File: src/hw/supervision_pkg.sv
// Constants shared by the line supervision detector block
package supervision_pkg;
   // ==========================================================
   // Timing
   localparam int CLK_HZ = 40_000_000;
   localparam int TICK_MS = 1;
   localparam int MS_CYCLES_DEF = CLK_HZ / 1000 * TICK_MS;
   localparam int CHANNELS_DEF = 2;
   // ==========================================================
   // Register map, word indices within one channel window
   localparam logic [31:0] CH_STRIDE = 32'h0000_0020;
   localparam int CH_BIT = 5;
   localparam int MAP_TOP_BIT = 6;
   localparam logic [2:0] REG_SUP = 3'h0;
   localparam logic [2:0] REG_RING = 3'h1;
   localparam logic [2:0] REG_SIG = 3'h2;
   localparam logic [2:0] REG_MASK = 3'h3;
   localparam logic [2:0] REG_ICR = 3'h4;
   localparam logic [1:0] RESP_OKAY = 2'h0;
   localparam logic [1:0] RESP_SLVERR = 2'h2;
   // ==========================================================
   // Field positions
   localparam int TSH_LSB = 0;
   localparam int DSH_LSB = 3;
   localparam int TGK_LSB = 8;
   localparam int DGK_LSB = 11;
   localparam int RING_TRIP_THRESHOLD_LSB = 0;
   localparam int MODE_BIT = 7;
   localparam int ILR_LSB = 8;
   localparam int SIG_HOOK_BIT = 0;
   localparam int SIG_GK_BIT = 1;
   localparam int SIG_EV_LSB = 2;
   localparam int TL_MASK_LO = 22;
   localparam int TL_MASK_HI = 23;
   localparam int TL_CTRL_LO = 30;
   localparam int TL_CTRL_HI = 31;
   // ==========================================================
   // Reset values
   localparam logic [31:0] SUP_RST = 32'h0000_8352;
   localparam logic [31:0] RING_RST = 32'h0000_0AA8;
   // ==========================================================
   // Current scaling, all levels in 0.5 mA units; debounce limits in ms
   localparam logic [7:0] SUP_BASE = 8'h10;
   localparam logic [7:0] GK_STEP = 8'h0C;
   localparam logic [7:0] ILR_BASE = 8'h64;
   localparam logic [7:0] NEAR_MARGIN = 8'h08;
   localparam logic [5:0] DSH_MIN = 6'h0C;
   localparam logic [5:0] DSH_MAX = 6'h3E;
   localparam logic [5:0] DGK_MIN = 6'h04;
   localparam logic [5:0] DGK_MAX = 6'h1C;
   typedef logic [2:0] event_t;
endpackage : supervision_pkg

File: src/hw/line_supervision_detectors.sv
// Line supervision detectors: hook, ground key, ring trip, test load
`timescale 1ns/100ps
`default_nettype none

// ==========================================================
// Debounce timer counted in millisecond ticks
module debounce_timer (
   // Clock and reset
   input wire logic aclk,
   input wire logic aresetn,
   // Timing
   input wire logic tick,
   input wire logic [5:0] target,
   // Comparator and result
   input wire logic raw,
   output logic state,
   output logic change
);
   logic [5:0] cnt;
   wire [5:0] cnt_inc = cnt + 6'h01;
   wire expired = tick && (cnt_inc >= target);

   always_ff @(posedge aclk) begin
      if (!aresetn) begin
         cnt <= 6'h00;
         state <= 1'b0;
         change <= 1'b0;
      end else begin
         change <= 1'b0;
         if (raw == state) begin
            cnt <= 6'h00;
         end else if (expired) begin
            cnt <= 6'h00;
            state <= raw;
            change <= 1'b1;
         end else if (tick) begin
            cnt <= cnt_inc;
         end
      end
   end
endmodule : debounce_timer

// How it works
// - Compare longitudinal current with ground key threshold
// - Debounce ground key result by programmed time
// - Ground key change interrupts only when unmasked
// - Supervision threshold three bits, 8 to 15 mA
// - Supervision debounce five bits, 12 to 62 ms
// - Ground key threshold three bits, 0 to 42 mA
// - Ground key debounce five bits, 4 to 28 ms
// - Compare tip-ring current with ring trip threshold
// - Judge ring trip once per ringing cycle
// - Over half cycle near limit gives trip
// - Two consecutive trip cycles after the first ringing cycle declare ring trip
// - Ring trip threshold in 0.5 mA steps
// - Current limit 2 mA steps from 50 mA
// - AC mode averages half-wave rectified current
// - Loop closure flag in signalling register interrupts
// - Reset selects AC averaging ring trip detection, near-limit check still active
// - Off-hook detector compares and debounces tip-ring current
module line_supervision_detectors #(
   parameter int CHANNELS = supervision_pkg::CHANNELS_DEF,
   parameter int MS_CYCLES = supervision_pkg::MS_CYCLES_DEF
) (
   // Clock and reset
   input wire logic aclk,
   input wire logic aresetn,
   // AXI4-Lite write
   input wire logic [31:0] awaddr,
   input wire logic awvalid,
   output logic awready,
   input wire logic [31:0] wdata,
   input wire logic [3:0] wstrb,
   input wire logic wvalid,
   output logic wready,
   output logic [1:0] bresp,
   output logic bvalid,
   input wire logic bready,
   // AXI4-Lite read
   input wire logic [31:0] araddr,
   input wire logic arvalid,
   output logic arready,
   output logic [31:0] rdata,
   output logic [1:0] rresp,
   output logic rvalid,
   input wire logic rready,
   // Line measurements, 0.5 mA units
   input wire logic [CHANNELS-1:0][8:0] loop_current,
   input wire logic [CHANNELS-1:0][7:0] long_current,
   input wire logic sample_strobe,
   input wire logic [CHANNELS-1:0] ringing,
   input wire logic [CHANNELS-1:0] ring_cycle_mark,
   // Host interrupt and test load switches
   output logic irq,
   output logic [CHANNELS-1:0] test_load_across,
   output logic [CHANNELS-1:0] test_load_ground
);
   import supervision_pkg::*;
   if (CHANNELS < 1 || CHANNELS > 2) $error("CHANNELS must be 1 or 2");
   if (MS_CYCLES < 2) $error("MS_CYCLES must be at least 2");

   // ==========================================================
   // Millisecond tick
   logic [31:0] ms_cnt;
   logic tick;
   wire ms_last = (ms_cnt == 32'(MS_CYCLES - 1));
   always_ff @(posedge aclk) begin
      if (!aresetn) begin
         ms_cnt <= 32'h0000_0000;
         tick <= 1'b0;
      end else begin
         ms_cnt <= ms_last ? 32'h0000_0000 : ms_cnt + 32'h0000_0001;
         tick <= ms_last;
      end
   end
   // ==========================================================
   // Bus decode
   wire wr_fire = awready;
   wire wr_ch = awaddr[CH_BIT];
   wire [2:0] wr_idx = awaddr[4:2];
   wire wr_map = (awaddr[31:MAP_TOP_BIT] == '0) && (wr_idx <= REG_ICR)
                 && (32'(wr_ch) < 32'(CHANNELS));
   wire rd_ch = araddr[CH_BIT];
   wire [2:0] rd_idx = araddr[4:2];
   wire rd_map = (araddr[31:MAP_TOP_BIT] == '0) && (rd_idx <= REG_ICR)
                 && (32'(rd_ch) < 32'(CHANNELS));
   wire [31:0] wmask = {{8{wstrb[3]}}, {8{wstrb[2]}}, {8{wstrb[1]}}, {8{wstrb[0]}}};
   logic [31:0] sup_reg [CHANNELS];
   logic [31:0] ring_reg [CHANNELS];
   logic [31:0] mask_reg [CHANNELS];
   logic [31:0] icr_reg [CHANNELS];
   event_t ev_reg [CHANNELS];
   logic [CHANNELS-1:0] hook_st;
   logic [CHANNELS-1:0] gk_st;
   logic [CHANNELS-1:0] ch_irq;
   logic [31:0] sig_word [CHANNELS];
   // ==========================================================
   // Per-channel detectors and registers
   for (genvar g = 0; g < CHANNELS; g++) begin : g_ch
      wire wsel = wr_fire && wr_map && (32'(wr_ch) == g);
      wire [2:0] supervision_threshold = sup_reg[g][TSH_LSB +: 3];
      wire [4:0] supervision_debounce = sup_reg[g][DSH_LSB +: 5];
      wire [2:0] ground_key_threshold = sup_reg[g][TGK_LSB +: 3];
      wire [4:0] ground_key_debounce = sup_reg[g][DGK_LSB +: 5];
      wire [6:0] ring_trip_threshold = ring_reg[g][RING_TRIP_THRESHOLD_LSB +: 7];
      wire ac_mode = ring_reg[g][MODE_BIT];
      wire [4:0] ringing_current_limit = ring_reg[g][ILR_LSB +: 5];
      wire signed [8:0] cur = loop_current[g];
      wire [7:0] rect = cur[8] ? 8'h00 : cur[7:0];
      wire [8:0] neg_cur = -cur;
      wire [7:0] mag = cur[8] ? neg_cur[7:0] : cur[7:0];
      // Threshold levels
      wire [7:0] sup_level = SUP_BASE + {4'h0, supervision_threshold, 1'b0};
      wire [7:0] gk_level = 8'(GK_STEP * {5'h00, ground_key_threshold});
      wire [7:0] rt_level = {1'b0, ring_trip_threshold};
      wire [7:0] ilr_level = ILR_BASE + {1'b0, ringing_current_limit, 2'b00};
      wire [7:0] near_level = ilr_level - NEAR_MARGIN;
      // Debounce lengths in ms, clamped so no code misbehaves
      wire [5:0] dsh_raw = {supervision_debounce, 1'b0};
      wire [5:0] dsh_ms = (dsh_raw < DSH_MIN) ? DSH_MIN :
                          (dsh_raw > DSH_MAX) ? DSH_MAX : dsh_raw;
      wire [5:0] dgk_raw = {1'b0, ground_key_debounce};
      wire [5:0] dgk_ms = (dgk_raw < DGK_MIN) ? DGK_MIN :
                          (dgk_raw > DGK_MAX) ? DGK_MAX : dgk_raw;
      wire hook_raw = mag >= sup_level;
      wire gk_raw = long_current[g] >= gk_level;
      logic hook_chg;
      logic gk_chg;
      debounce_timer u_hook (
         .aclk(aclk),
         .aresetn(aresetn),
         .tick(tick),
         .target(dsh_ms),
         .raw(hook_raw),
         .state(hook_st[g]),
         .change(hook_chg)
      );
      debounce_timer u_gk (
         .aclk(aclk),
         .aresetn(aresetn),
         .tick(tick),
         .target(dgk_ms),
         .raw(gk_raw),
         .state(gk_st[g]),
         .change(gk_chg)
      );
      // Ring trip: accumulate over one ringing cycle
      logic [23:0] sum;
      logic [23:0] thr_sum;
      logic [15:0] n_tot;
      logic [15:0] n_over;
      logic [15:0] n_near;
      logic started;
      logic prev_trip;
      logic rt_ev;
      wire avg_over = sum > thr_sum;
      wire maj_over = {n_over, 1'b0} > {1'b0, n_tot};
      wire maj_near = {n_near, 1'b0} > {1'b0, n_tot};
      wire trip_ind = (ac_mode ? avg_over : maj_over) || maj_near;
      wire judge = ringing[g] && ring_cycle_mark[g];
      always_ff @(posedge aclk) begin
         if (!aresetn || !ringing[g] || judge) begin
            sum <= 24'h00_0000;
            thr_sum <= 24'h00_0000;
            n_tot <= 16'h0000;
            n_over <= 16'h0000;
            n_near <= 16'h0000;
         end else if (sample_strobe) begin
            sum <= sum + {16'h0000, rect};
            thr_sum <= thr_sum + {16'h0000, rt_level};
            n_tot <= n_tot + 16'h0001;
            n_over <= n_over + {15'h0000, mag >= rt_level};
            n_near <= n_near + {15'h0000, mag >= near_level};
         end
      end
      always_ff @(posedge aclk) begin
         if (!aresetn || !ringing[g]) begin
            started <= 1'b0;
            prev_trip <= 1'b0;
            rt_ev <= 1'b0;
         end else begin
            rt_ev <= judge && started && trip_ind && prev_trip;
            if (judge) begin
               started <= 1'b1;
               prev_trip <= started && trip_ind;
            end
         end
      end
      // Sticky events: loop closure, hook change, ground key change
      wire [2:0] ev_set = {gk_chg, hook_chg, rt_ev};
      wire [2:0] ev_clr = (wsel && wr_idx == REG_SIG && wstrb[0]) ?
                          wdata[SIG_EV_LSB +: 3] : 3'h0;
      always_ff @(posedge aclk) begin
         if (!aresetn) begin
            sup_reg[g] <= SUP_RST;
            ring_reg[g] <= RING_RST;
            mask_reg[g] <= 32'h0000_0000;
            icr_reg[g] <= 32'h0000_0000;
            ev_reg[g] <= 3'h0;
         end else begin
            // A new event wins over a clear in the same cycle
            ev_reg[g] <= (ev_reg[g] & ~ev_clr) | ev_set;
            if (wsel && wr_idx == REG_SUP) begin
               sup_reg[g] <= (sup_reg[g] & ~wmask) | (wdata & wmask);
            end
            if (wsel && wr_idx == REG_RING) begin
               ring_reg[g] <= (ring_reg[g] & ~wmask) | (wdata & wmask);
            end
            if (wsel && wr_idx == REG_MASK) begin
               mask_reg[g] <= (mask_reg[g] & ~wmask) | (wdata & wmask);
            end
            if (wsel && wr_idx == REG_ICR) begin
               icr_reg[g] <= (icr_reg[g] & ~wmask) | (wdata & wmask);
            end
         end
      end
      assign ch_irq[g] = |(ev_reg[g] & ~mask_reg[g][2:0]);
      assign sig_word[g] = {27'h000_0000, ev_reg[g], gk_st[g], hook_st[g]};
      // Test load switch selection
      wire tl_en = icr_reg[g][TL_MASK_LO] && icr_reg[g][TL_MASK_HI];
      always_ff @(posedge aclk) begin
         if (!aresetn) begin
            test_load_across[g] <= 1'b0;
            test_load_ground[g] <= 1'b0;
         end else begin
            test_load_across[g] <= tl_en && icr_reg[g][TL_CTRL_LO]
                                   && !icr_reg[g][TL_CTRL_HI];
            test_load_ground[g] <= tl_en && !icr_reg[g][TL_CTRL_LO]
                                   && icr_reg[g][TL_CTRL_HI];
         end
      end
   end

   // ==========================================================
   // Read selection
   logic [31:0] rd_word;
   wire rd_c = (CHANNELS > 1) ? rd_ch : 1'b0;
   always_comb begin
      rd_word = 32'h0000_0000;
      if (rd_map) begin
         unique case (rd_idx)
            REG_SUP: rd_word = sup_reg[rd_c];
            REG_RING: rd_word = ring_reg[rd_c];
            REG_SIG: rd_word = sig_word[rd_c];
            REG_MASK: rd_word = mask_reg[rd_c];
            REG_ICR: rd_word = icr_reg[rd_c];
            default: rd_word = 32'h0000_0000;
         endcase
      end
   end

   // ==========================================================
   // AXI4-Lite handshakes; one write and one read at a time
   always_ff @(posedge aclk) begin
      if (!aresetn) begin
         awready <= 1'b0;
         wready <= 1'b0;
         bvalid <= 1'b0;
         bresp <= RESP_OKAY;
      end else begin
         awready <= awvalid && wvalid && !awready && !bvalid;
         wready <= awvalid && wvalid && !awready && !bvalid;
         if (wr_fire) begin
            bvalid <= 1'b1;
            bresp <= wr_map ? RESP_OKAY : RESP_SLVERR;
         end else if (bready) begin
            bvalid <= 1'b0;
         end
      end
   end

   always_ff @(posedge aclk) begin
      if (!aresetn) begin
         arready <= 1'b0;
         rvalid <= 1'b0;
         rdata <= 32'h0000_0000;
         rresp <= RESP_OKAY;
         irq <= 1'b0;
      end else begin
         arready <= arvalid && !arready && !rvalid;
         irq <= |ch_irq;
         if (arready) begin
            rvalid <= 1'b1;
            rdata <= rd_word;
            rresp <= rd_map ? RESP_OKAY : RESP_SLVERR;
         end else if (rready) begin
            rvalid <= 1'b0;
         end
      end
   end
endmodule : line_supervision_detectors

`default_nettype wire

File: config.mk
export PLATFORM = sky130hd
export DESIGN_NAME = line_supervision_detectors
export DESIGN_NICKNAME = d
export VERILOG_FILES = /design/src/hw/supervision_pkg.sv /design/src/hw/line_supervision_detectors.sv
export SDC_FILE = /design/constraint.sdc
export NUM_CORES = 1
export LEC_CHECK = 0
export BUFFER_PORTS_ARGS = -buffer_cell sky130_fd_sc_hd__buf_2
export CAP_MARGIN = 0
export CORE_MARGIN = 5
export CORE_UTILIZATION = 43
export CTS_CLUSTER_SIZE = 24
export DETAILED_ROUTE_END_ITERATION = 8
export PLACE_DENSITY_LB_ADDON = 0.25
export SYNTH_ARGS = -nofsm -noshare
export SYNTH_HDL_FRONTEND = slang
export SYNTH_SLANG_ARGS = --single-unit
File: constraint.sdc
create_clock -name aclk -period 12.22 [get_ports aclk]
set_input_delay 0.611 -clock aclk [delete_from_list [all_inputs] [get_ports aclk]]
set_output_delay 0.611 -clock aclk [all_outputs]
set_load 0.005 [all_outputs]
==> metrics.txt, run 1 <==
# TYPE chip_impl_metric gauge
chip_impl_info{name="run_status",value="completed"} 1
chip_impl_metric{name="max-clock-path-buffers",unit=""} 3
chip_impl_metric{name="worst_slew_margin_rel",unit=""} 0.2392
chip_impl_metric{name="fp.dieH",unit="um"} 282.7
chip_impl_info{name="critical_path_class",value="register to register"} 1
chip_impl_metric{name="maxCapViolCount",unit=""} 0
chip_impl_metric{name="report.final.hold_viol_count",unit=""} 0
chip_impl_metric{name="dpl.hpwl",unit="um"} 57570
chip_impl_metric{name="ratio_of_cells_with_drive_above_1_in_the_final_layout",unit=""} 0.09860
chip_impl_info{name="critPathMostFrequentCell",value="ha_1"} 1
chip_impl_metric{name="areaGrowthSynthToFinish",unit="%"} 12.91
chip_impl_metric{name="power.density_cell_area",unit="nW/um^2"} 119.4
chip_impl_info{name="hold_removal_path_class",value="primary input to register"} 1
chip_impl_metric{name="cp.arrival",unit="ns"} 3.92
chip_impl_metric{name="layout.core_utilization",unit=""} 0.4873
chip_impl_metric{name="synth-seq-area-share",unit=""} 0.4358
chip_impl_metric{name="netSwitchingPower",unit="mW"} 1.065
chip_impl_metric{name="fp-row-count",unit=""} 100
chip_impl_metric{name="number_of_register_bits_inferred_by_synthesis",unit=""} 568
chip_impl_info{name="start_kind",value="register"} 1
chip_impl_metric{name="cellInternalPower",unit="mW"} 3.244
chip_impl_metric{name="skew_final",unit="ns"} 0.03215
chip_impl_info{name="cp-end-kind",value="register"} 1
chip_impl_info{name="grt_setup_unrepaired",value="false"} 1
chip_impl_metric{name="final.fill_count",unit=""} 7091
chip_impl_metric{name="clock_power_share",unit=""} 0.456
chip_impl_info{name="yosys-top-cells-area",value="edfxtp_1, dfxtp_1, ha_1, a21oi_1, nand2b_1"} 1
chip_impl_info{name="synth-main-ff-cell",value="dfxtp_1"} 1
chip_impl_metric{name="die-area",unit="um^2"} 79900
chip_impl_info{name="crit_chain",value="inv_1 -> ha_1 -> ha_1 -> o21a_1 -> o21ai_0 -> nand2b_1 -> a21oi_1 -> o21ai_0 -> a21o_1 -> ha_1 -> nand4_1 -> nor3_1 -> nand3_1 -> xnor2_1 -> nor2_1"} 1
chip_impl_metric{name="detailedRoute.firstIterationViolations",unit=""} 1802
chip_impl_metric{name="syn-mean-instance-area",unit="um^2"} 9.264
chip_impl_info{name="synth_area_leader_cell",value="edfxtp_1"} 1
chip_impl_metric{name="timing.critical_path.fanout_max",unit=""} 8
chip_impl_metric{name="fin_setup_tns",unit="ns"} 0
chip_impl_metric{name="number_of_top_level_design_ports",unit=""} 192
chip_impl_metric{name="slew_violations",unit=""} 0
chip_impl_metric{name="cts.repair.resized",unit=""} 0
chip_impl_metric{name="synth_cell_type_count",unit=""} 71
chip_impl_metric{name="cts-buffers-inserted",unit=""} 67
chip_impl_metric{name="net_count_final",unit=""} 3967
chip_impl_metric{name="fmaxAchievable",unit="MHz"} 289.6
chip_impl_metric{name="comb_power_share",unit=""} 0.071
chip_impl_metric{name="finalSetupViolCount",unit=""} 0
chip_impl_info{name="cts.root.buffer_cell",value="clkbuf_16"} 1
chip_impl_metric{name="place.gp.congestion",unit=""} 0.8620
chip_impl_metric{name="clock_sink_count",unit=""} 568
chip_impl_metric{name="totalWireLength",unit="um"} 85990
chip_impl_metric{name="detailedRoute.firstPassIterationCount",unit=""} 5
chip_impl_metric{name="drc_errors",unit=""} 0
chip_impl_metric{name="numPortBuffers",unit=""} 185
chip_impl_metric{name="clk-insertion-delay-late",unit="ns"} 0.63
chip_impl_metric{name="mappedNetlistArea",unit="um^2"} 31970
chip_impl_metric{name="grt_use_total",unit=""} 0.2085
chip_impl_metric{name="synth_cells",unit=""} 3451
chip_impl_metric{name="start_util",unit=""} 0.4316
chip_impl_metric{name="postSynth.asyncResetShare",unit=""} 0
chip_impl_metric{name="ctsHtreeMaxLevel",unit=""} 3
chip_impl_metric{name="post_drt_via_cell_ratio",unit=""} 5.492
chip_impl_metric{name="period_needed",unit="ns"} 3.454
chip_impl_metric{name="sw_frac_of_total",unit=""} 0.2472
chip_impl_metric{name="leakagePower",unit="nW"} 13.91
chip_impl_info{name="cts_tree",value="yes"} 1
chip_impl_metric{name="detail_route.wl_per_cell",unit="um"} 18.64
chip_impl_metric{name="timing.critical_path.slowest_cell_delay",unit="ns"} 0.53
chip_impl_metric{name="timing.final.crit_share",unit=""} 0.2826
chip_impl_metric{name="post-cts-setup-buffers",unit=""} 0
chip_impl_metric{name="hold_buffers",unit=""} 0
chip_impl_metric{name="pwr-share-seq",unit=""} 0.473
chip_impl_metric{name="initial_antenna_violation_count",unit=""} 5
chip_impl_metric{name="largest_net_degree_at_the_start_of_global_routing",unit=""} 87
chip_impl_metric{name="critPathRequiredTime",unit="ns"} 12.68
chip_impl_metric{name="synthesis.yosys.warnings",unit=""} 0
chip_impl_metric{name="worst_pin_slew",unit="ns"} 1.132
chip_impl_info{name="slowest_stage",value="edfxtp_1"} 1
chip_impl_metric{name="ir_drop_worst_case_vdd",unit="mV"} 0.09303
chip_impl_metric{name="grt_first_pass_wirelength",unit="um"} 133100
chip_impl_metric{name="via_count",unit=""} 25340
chip_impl_metric{name="grt_residual_overflow",unit=""} 0
chip_impl_metric{name="antenna_violating_nets_remaining",unit=""} 0
chip_impl_metric{name="design.core.area",unit="um^2"} 74070
chip_impl_metric{name="synth_top_area_frac",unit=""} 0.2405
chip_impl_metric{name="synth-edff-count",unit=""} 256
chip_impl_metric{name="first_global_vias",unit=""} 24070
chip_impl_metric{name="die_width",unit="um"} 282.7
chip_impl_metric{name="worst_setup_hold_path_clk_slew",unit="ns"} 0.06
-- path summary, 6_finish.rpt --
check | start | endpoint | slack, ns | cells after the start
min | arvalid | arready$_SDFF_PN0_ | 0.24 | 3
max | ring_reg[0][8]$_SDFFCE_PN0P_ | g_ch[0].n_near[15]$_SDFFE_PP0P_ | 8.77 | 15
max reg2reg | ring_reg[0][8]$_SDFFCE_PN0P_ | g_ch[0].n_near[15]$_SDFFE_PP0P_ | 8.77 | 15
min reg2reg | rvalid$_SDFFE_PN0P_ | arready$_SDFF_PN0_ | 0.44 | 1
-- critical path: cells and delay by family, from the launching register on --
family                     cells  cell delay [ns]
AOI/OAI and AO/OA              5             0.63
xor gates and xnor gates       1             0.16
adders and majority gates      3             0.82
buffers and inverters          1             0.12
DFF                            1             0.53
and+or+nand+nor                5             1.03
-- per-layer routing --
layer  wire [um]  track usage  vias to the layer above
li1            -            -                    12560
met1       38770       0.2857                    12060
met2       39340       0.3414                      602
met3        5646      0.03665                      113
met4        2185      0.05934                        6
met5          42            0                        -
-- Yosys cell counts (92+ instances only) --
| library cell | count |
|---|---|
| ha_1 | 226 |
| dfxtp_1 | 312 |
| nor2_1 | 300 |
| inv_1 | 180 |
| edfxtp_1 | 256 |
| xnor2_1 | 111 |
| clkbuf_1 | 135 |
| nand3_1 | 92 |
| nand2b_1 | 272 |
| o21ai_0 | 163 |
| a21oi_1 | 400 |
| mux2i_1 | 139 |
| nand2_1 | 174 |
| xor2_1 | 93 |
-- logic make-up after synthesis --
group,share of synthesized area
adders and majority gates,0.09220
buffers and inverters,0.04004
DFF,0.4358
AOI/OAI and AO/OA,0.1367
other,0.0001173
and+or+nand+nor,0.1951
xor gates and xnor gates,0.05589
muxes,0.04422
-- cell usage in the layout (no fill, tap or decap), drive strengths merged, types with 28 or more instances in the layout --
master,synthesis,layout
a21oi,400,400
dfxtp,312,312
nor2,300,300
nand2b,272,272
edfxtp,256,256
ha,226,226
buf,21,224
inv,180,184
nand2,174,174
o21ai,163,163
mux2i,139,139
xnor2,111,111
clkbuf,135,96
xor2,93,93
nand3,93,93
nand4,72,72
and3,67,67
o22ai,55,55
or3,55,55
nor3,44,44
nor2b,32,32
nor4,28,28
-- cell type report --
cell class,count,area [um^2],area share
clock inverters,25,276.5,0.007660
repair buffers,224,1225,0.03393
flip-flops and latches,568,13930,0.3860
clock buffers,96,1886,0.05224
inverters,180,675.6,0.01872
multi-input cells,2548,16880,0.4676
well taps,969,1212,0.03359
diodes,4,10.01,0.0002773
-- stage by stage --
stage	instances	hold WS, ns	worst slack [ns]	instance area (um^2)	power (mW)
floorplan	3452	0.4161	8.022	31970	2.270
global placement	4489	0.4247	8.229	33930	2.379
detailed placement	4489	0.4286	8.203	33930	2.382
CTS	4610	0.1971	8.819	36090	4.359
global route	4610	0.2421	8.402	36090	4.467
finish	4614	0.2402	8.766	36100	4.309
-- power groups by stage --
stage	registers [mW]	clock network, mW	logic, mW
6_report	2.04	1.97	0.308
5_1_grt	2.04	2.09	0.339
4_1_cts	2.04	2.02	0.307
3_5_place_dp	2.08	0	0.306
3_3_place_gp	2.08	0	0.304
2_1_floorplan	2.07	0	0.198
(Power assumes the default switching activity.)
==> run 2, diff against run 1 <==
==> constraint.sdc (replaced) <==
create_clock -name aclk -period 2.8 [get_ports aclk]
set_input_delay 0.14 -clock aclk [delete_from_list [all_inputs] [get_ports aclk]]
set_output_delay 0.14 -clock aclk [all_outputs]
set_load 0.005 [all_outputs]
==> run 2 against run 1 <==
- the flow now finishes with violations (setup timing)
- fmax is 22% higher
- clock power grew to 4.5 times the previous value
- worst hold slack worse by 0.20 ns
- non-clock buffer count is 160 higher
- critical endpoint is now g_ch[1].n_near[14]$_SDFFE_PP0P_
- sequential share of layout area is 2.0 points lower
- combinational power grew to 5.1 times the previous value
- sequential power grew to 4.4 times the previous value
- via count is 4.1% higher
- register-to-register slack worse by 8.8 ns
- cell count is 3.5% higher
- total power grew to 4.5 times the previous value
- routed wire length is 5.9% higher
==> metrics.txt, run 2 (synthesis gave the netlist of run 1 again) <==
# TYPE chip_impl_metric gauge
chip_impl_metric{name="report.power.total",unit="mW"} 19.30
chip_impl_metric{name="comb_power_share",unit=""} 0.081
chip_impl_metric{name="ctsHtreeMaxLevel",unit=""} 3
chip_impl_metric{name="post_place_cell_area",unit="um^2"} 35160
chip_impl_metric{name="worst_slew_margin_rel",unit=""} 0.4130
chip_impl_info{name="grt_setup_unrepaired",value="true"} 1
chip_impl_metric{name="timing.critical_path.fanout_max",unit=""} 6
chip_impl_metric{name="place.gp.congestion",unit=""} 0.8710
chip_impl_metric{name="ir_drop_worst_case_vdd",unit="mV"} 0.3664
chip_impl_metric{name="fp.dieH",unit="um"} 282.7
chip_impl_metric{name="grt_residual_overflow",unit=""} 0
chip_impl_metric{name="numPortBuffers",unit=""} 185
chip_impl_metric{name="finalInstanceArea",unit="um^2"} 38050
chip_impl_metric{name="timing.critical_path.slowest_cell_delay",unit="ns"} 0.44
chip_impl_metric{name="cts-buffers-inserted",unit=""} 68
chip_impl_metric{name="number_of_top_level_design_ports",unit=""} 192
chip_impl_metric{name="fin_setup_tns",unit="ns"} -0.03975
chip_impl_info{name="cp-end-kind",value="register"} 1
chip_impl_metric{name="pre_cts_slack",unit="ns"} -0.4610
chip_impl_info{name="final_common_cell",value="a21oi_1"} 1
chip_impl_metric{name="detailedRoute.firstPassIterationCount",unit=""} 5
chip_impl_metric{name="largest_net_degree_at_the_start_of_global_routing",unit=""} 66
chip_impl_metric{name="dpl.hpwl",unit="um"} 62760
chip_impl_metric{name="ratio_of_cells_with_drive_above_1_in_the_final_layout",unit=""} 0.1516
chip_impl_metric{name="cp.arrival",unit="ns"} 3.36
chip_impl_metric{name="start_util",unit=""} 0.4316
chip_impl_metric{name="max-clock-path-buffers",unit=""} 3
chip_impl_metric{name="final_critical_path_setup_slack",unit="ns"} -0.02868
chip_impl_metric{name="fp-row-count",unit=""} 100
chip_impl_metric{name="slew_violations",unit=""} 0
chip_impl_metric{name="areaGrowthSynthToFinish",unit="%"} 19.02
chip_impl_info{name="cts.root.buffer_cell",value="clkbuf_16"} 1
chip_impl_metric{name="antenna_violating_nets_remaining",unit=""} 0
chip_impl_metric{name="first_global_vias",unit=""} 25470
chip_impl_info{name="start_kind",value="register"} 1
chip_impl_metric{name="via_count",unit=""} 26370
chip_impl_metric{name="timing.final.crit_share",unit=""} 1.010
chip_impl_info{name="violated_checks",value="setup timing"} 1
chip_impl_info{name="hold_removal_path_class",value="primary input to register"} 1
chip_impl_metric{name="initial_antenna_violation_count",unit=""} 4
chip_impl_metric{name="post_drt_via_cell_ratio",unit=""} 5.522
chip_impl_metric{name="report.final.hold_viol_count",unit=""} 0
chip_impl_metric{name="leakagePower",unit="nW"} 14.89
chip_impl_metric{name="detailedRoute.firstIterationViolations",unit=""} 1952
chip_impl_info{name="run_status",value="complete, but fails checks"} 1
chip_impl_metric{name="clock_sink_count",unit=""} 568
chip_impl_metric{name="period_needed",unit="ns"} 2.829
chip_impl_metric{name="grt_first_pass_wirelength",unit="um"} 140600
chip_impl_metric{name="power.density_cell_area",unit="nW/um^2"} 507.3
chip_impl_metric{name="skew_final",unit="ns"} 0.02237
chip_impl_metric{name="grt_use_total",unit=""} 0.2211
chip_impl_metric{name="clk-insertion-delay-late",unit="ns"} 0.62
chip_impl_info{name="crit_chain",value="or3_4 -> xnor2_1 -> ha_1 -> nor2b_1 -> o221ai_1 -> nand2_1 -> ha_2 -> ha_4 -> and3_4 -> nand4_1 -> or3_1 -> a21oi_2"} 1
chip_impl_metric{name="net_count_final",unit=""} 4128
chip_impl_metric{name="finalSetupViolCount",unit=""} 3
chip_impl_metric{name="drc_errors",unit=""} 0
chip_impl_metric{name="detail_route.wl_per_cell",unit="um"} 19.07
chip_impl_metric{name="cellInternalPower",unit="mW"} 14.58
chip_impl_info{name="cts_tree",value="yes"} 1
chip_impl_metric{name="netSwitchingPower",unit="mW"} 4.726
chip_impl_metric{name="pwr-share-seq",unit=""} 0.460
chip_impl_info{name="critical_path_class",value="register to register"} 1
chip_impl_metric{name="critPathRequiredTime",unit="ns"} 3.33
chip_impl_metric{name="clock_power_share",unit=""} 0.459
chip_impl_metric{name="fin_hold_ws",unit="ns"} 0.03558
chip_impl_metric{name="fmaxAchievable",unit="MHz"} 353.5
chip_impl_metric{name="sw_frac_of_total",unit=""} 0.2448
chip_impl_metric{name="die_width",unit="um"} 282.7
chip_impl_metric{name="totalWireLength",unit="um"} 91040
chip_impl_info{name="most-common-layout-cells",value="a21oi_1, dfxtp_1, nor2_1"} 1
chip_impl_metric{name="num_antenna_cells",unit=""} 0
chip_impl_metric{name="design.core.area",unit="um^2"} 74070
chip_impl_metric{name="die-area",unit="um^2"} 79900
chip_impl_metric{name="worst_setup_hold_path_clk_slew",unit="ns"} 0.06
chip_impl_metric{name="maxCapViolCount",unit=""} 0
chip_impl_info{name="slowest_stage",value="edfxtp_1"} 1
chip_impl_metric{name="worst_pin_slew",unit="ns"} 0.8738
==> run 2: through the flow <==
step,instances,utilization
after floorplan,3452,-
final,4775,0.5137
after detailed placement,4616,0.4746
after global routing,4775,0.5137
after global placement,4616,0.4746
after CTS,4765,0.5088
==> run 2: path summary, 6_finish.rpt <==
path / end / slack (ns) / cells past startpoint / start
max: g_ch[1].n_near[14]$_SDFFE_PP0P_ / -0.03 / 12 / ring_reg[1][8]$_SDFFCE_PN0P_
min: g_ch[0].thr_sum[4]$_SDFFE_PP0P_ / 0.04 / 3 / sample_strobe
max reg2reg: g_ch[1].n_near[14]$_SDFFE_PP0P_ / -0.03 / 12 / ring_reg[1][8]$_SDFFCE_PN0P_
min reg2reg: ev_reg[1][1]$_SDFF_PN0_ / 0.44 / 2 / g_ch[1].u_hook.change$_SDFF_PP0_
==> run 2: critical path, delay by kind of cell, from the launching register on <==
family / cells / cell delay [ns]
AND/OR/NAND/NOR: 6 / 1.35
flip-flops: 1 / 0.44
AO/OA/AOI/OAI: 2 / 0.24
XOR/XNOR: 1 / 0.13
adder cells (fa/ha/maj): 3 / 0.61
==> run 2: layout make-up <==
type                    count  area, um^2
repair buffers            384        2723
well taps                 969        1212
clock buffers             108        2003
multi-input cells        2548       17280
clock inverters            18       219.0
fillers                  6909       36020
flip-flops and latches    568       13940
inverters                 180       675.6
==> run 2: timing repair <==
action | 4_1_cts | 5_1_grt
setup buffers | 9 | 11
hold endpoints to repair | 16 | 0
pin swaps | 10 | 22
endpoints found under the setup margin | 32 | 65
resized for setup | 29 | 65
hold buffers | 14 | 0
==> run 2: layer usage <==
layer	global-route usage	up-vias	share of wire
met5	0	-	0
met4	0.07733	0	0.034
met3	0.03359	172	0.064
met2	0.3633	780	0.46
met1	0.2995	12500	0.44
li1	-	12910	-
==> run 2: power by group through the flow <==
stage | logic [mW] | clock network (mW) | registers [mW]
floorplan | 0.870 | 0 | 9.03
global placement | 1.48 | 0 | 9.05
detailed placement | 1.49 | 0 | 9.06
CTS | 1.53 | 9.07 | 8.88
global route | 1.70 | 9.40 | 8.90
finish | 1.56 | 8.86 | 8.88
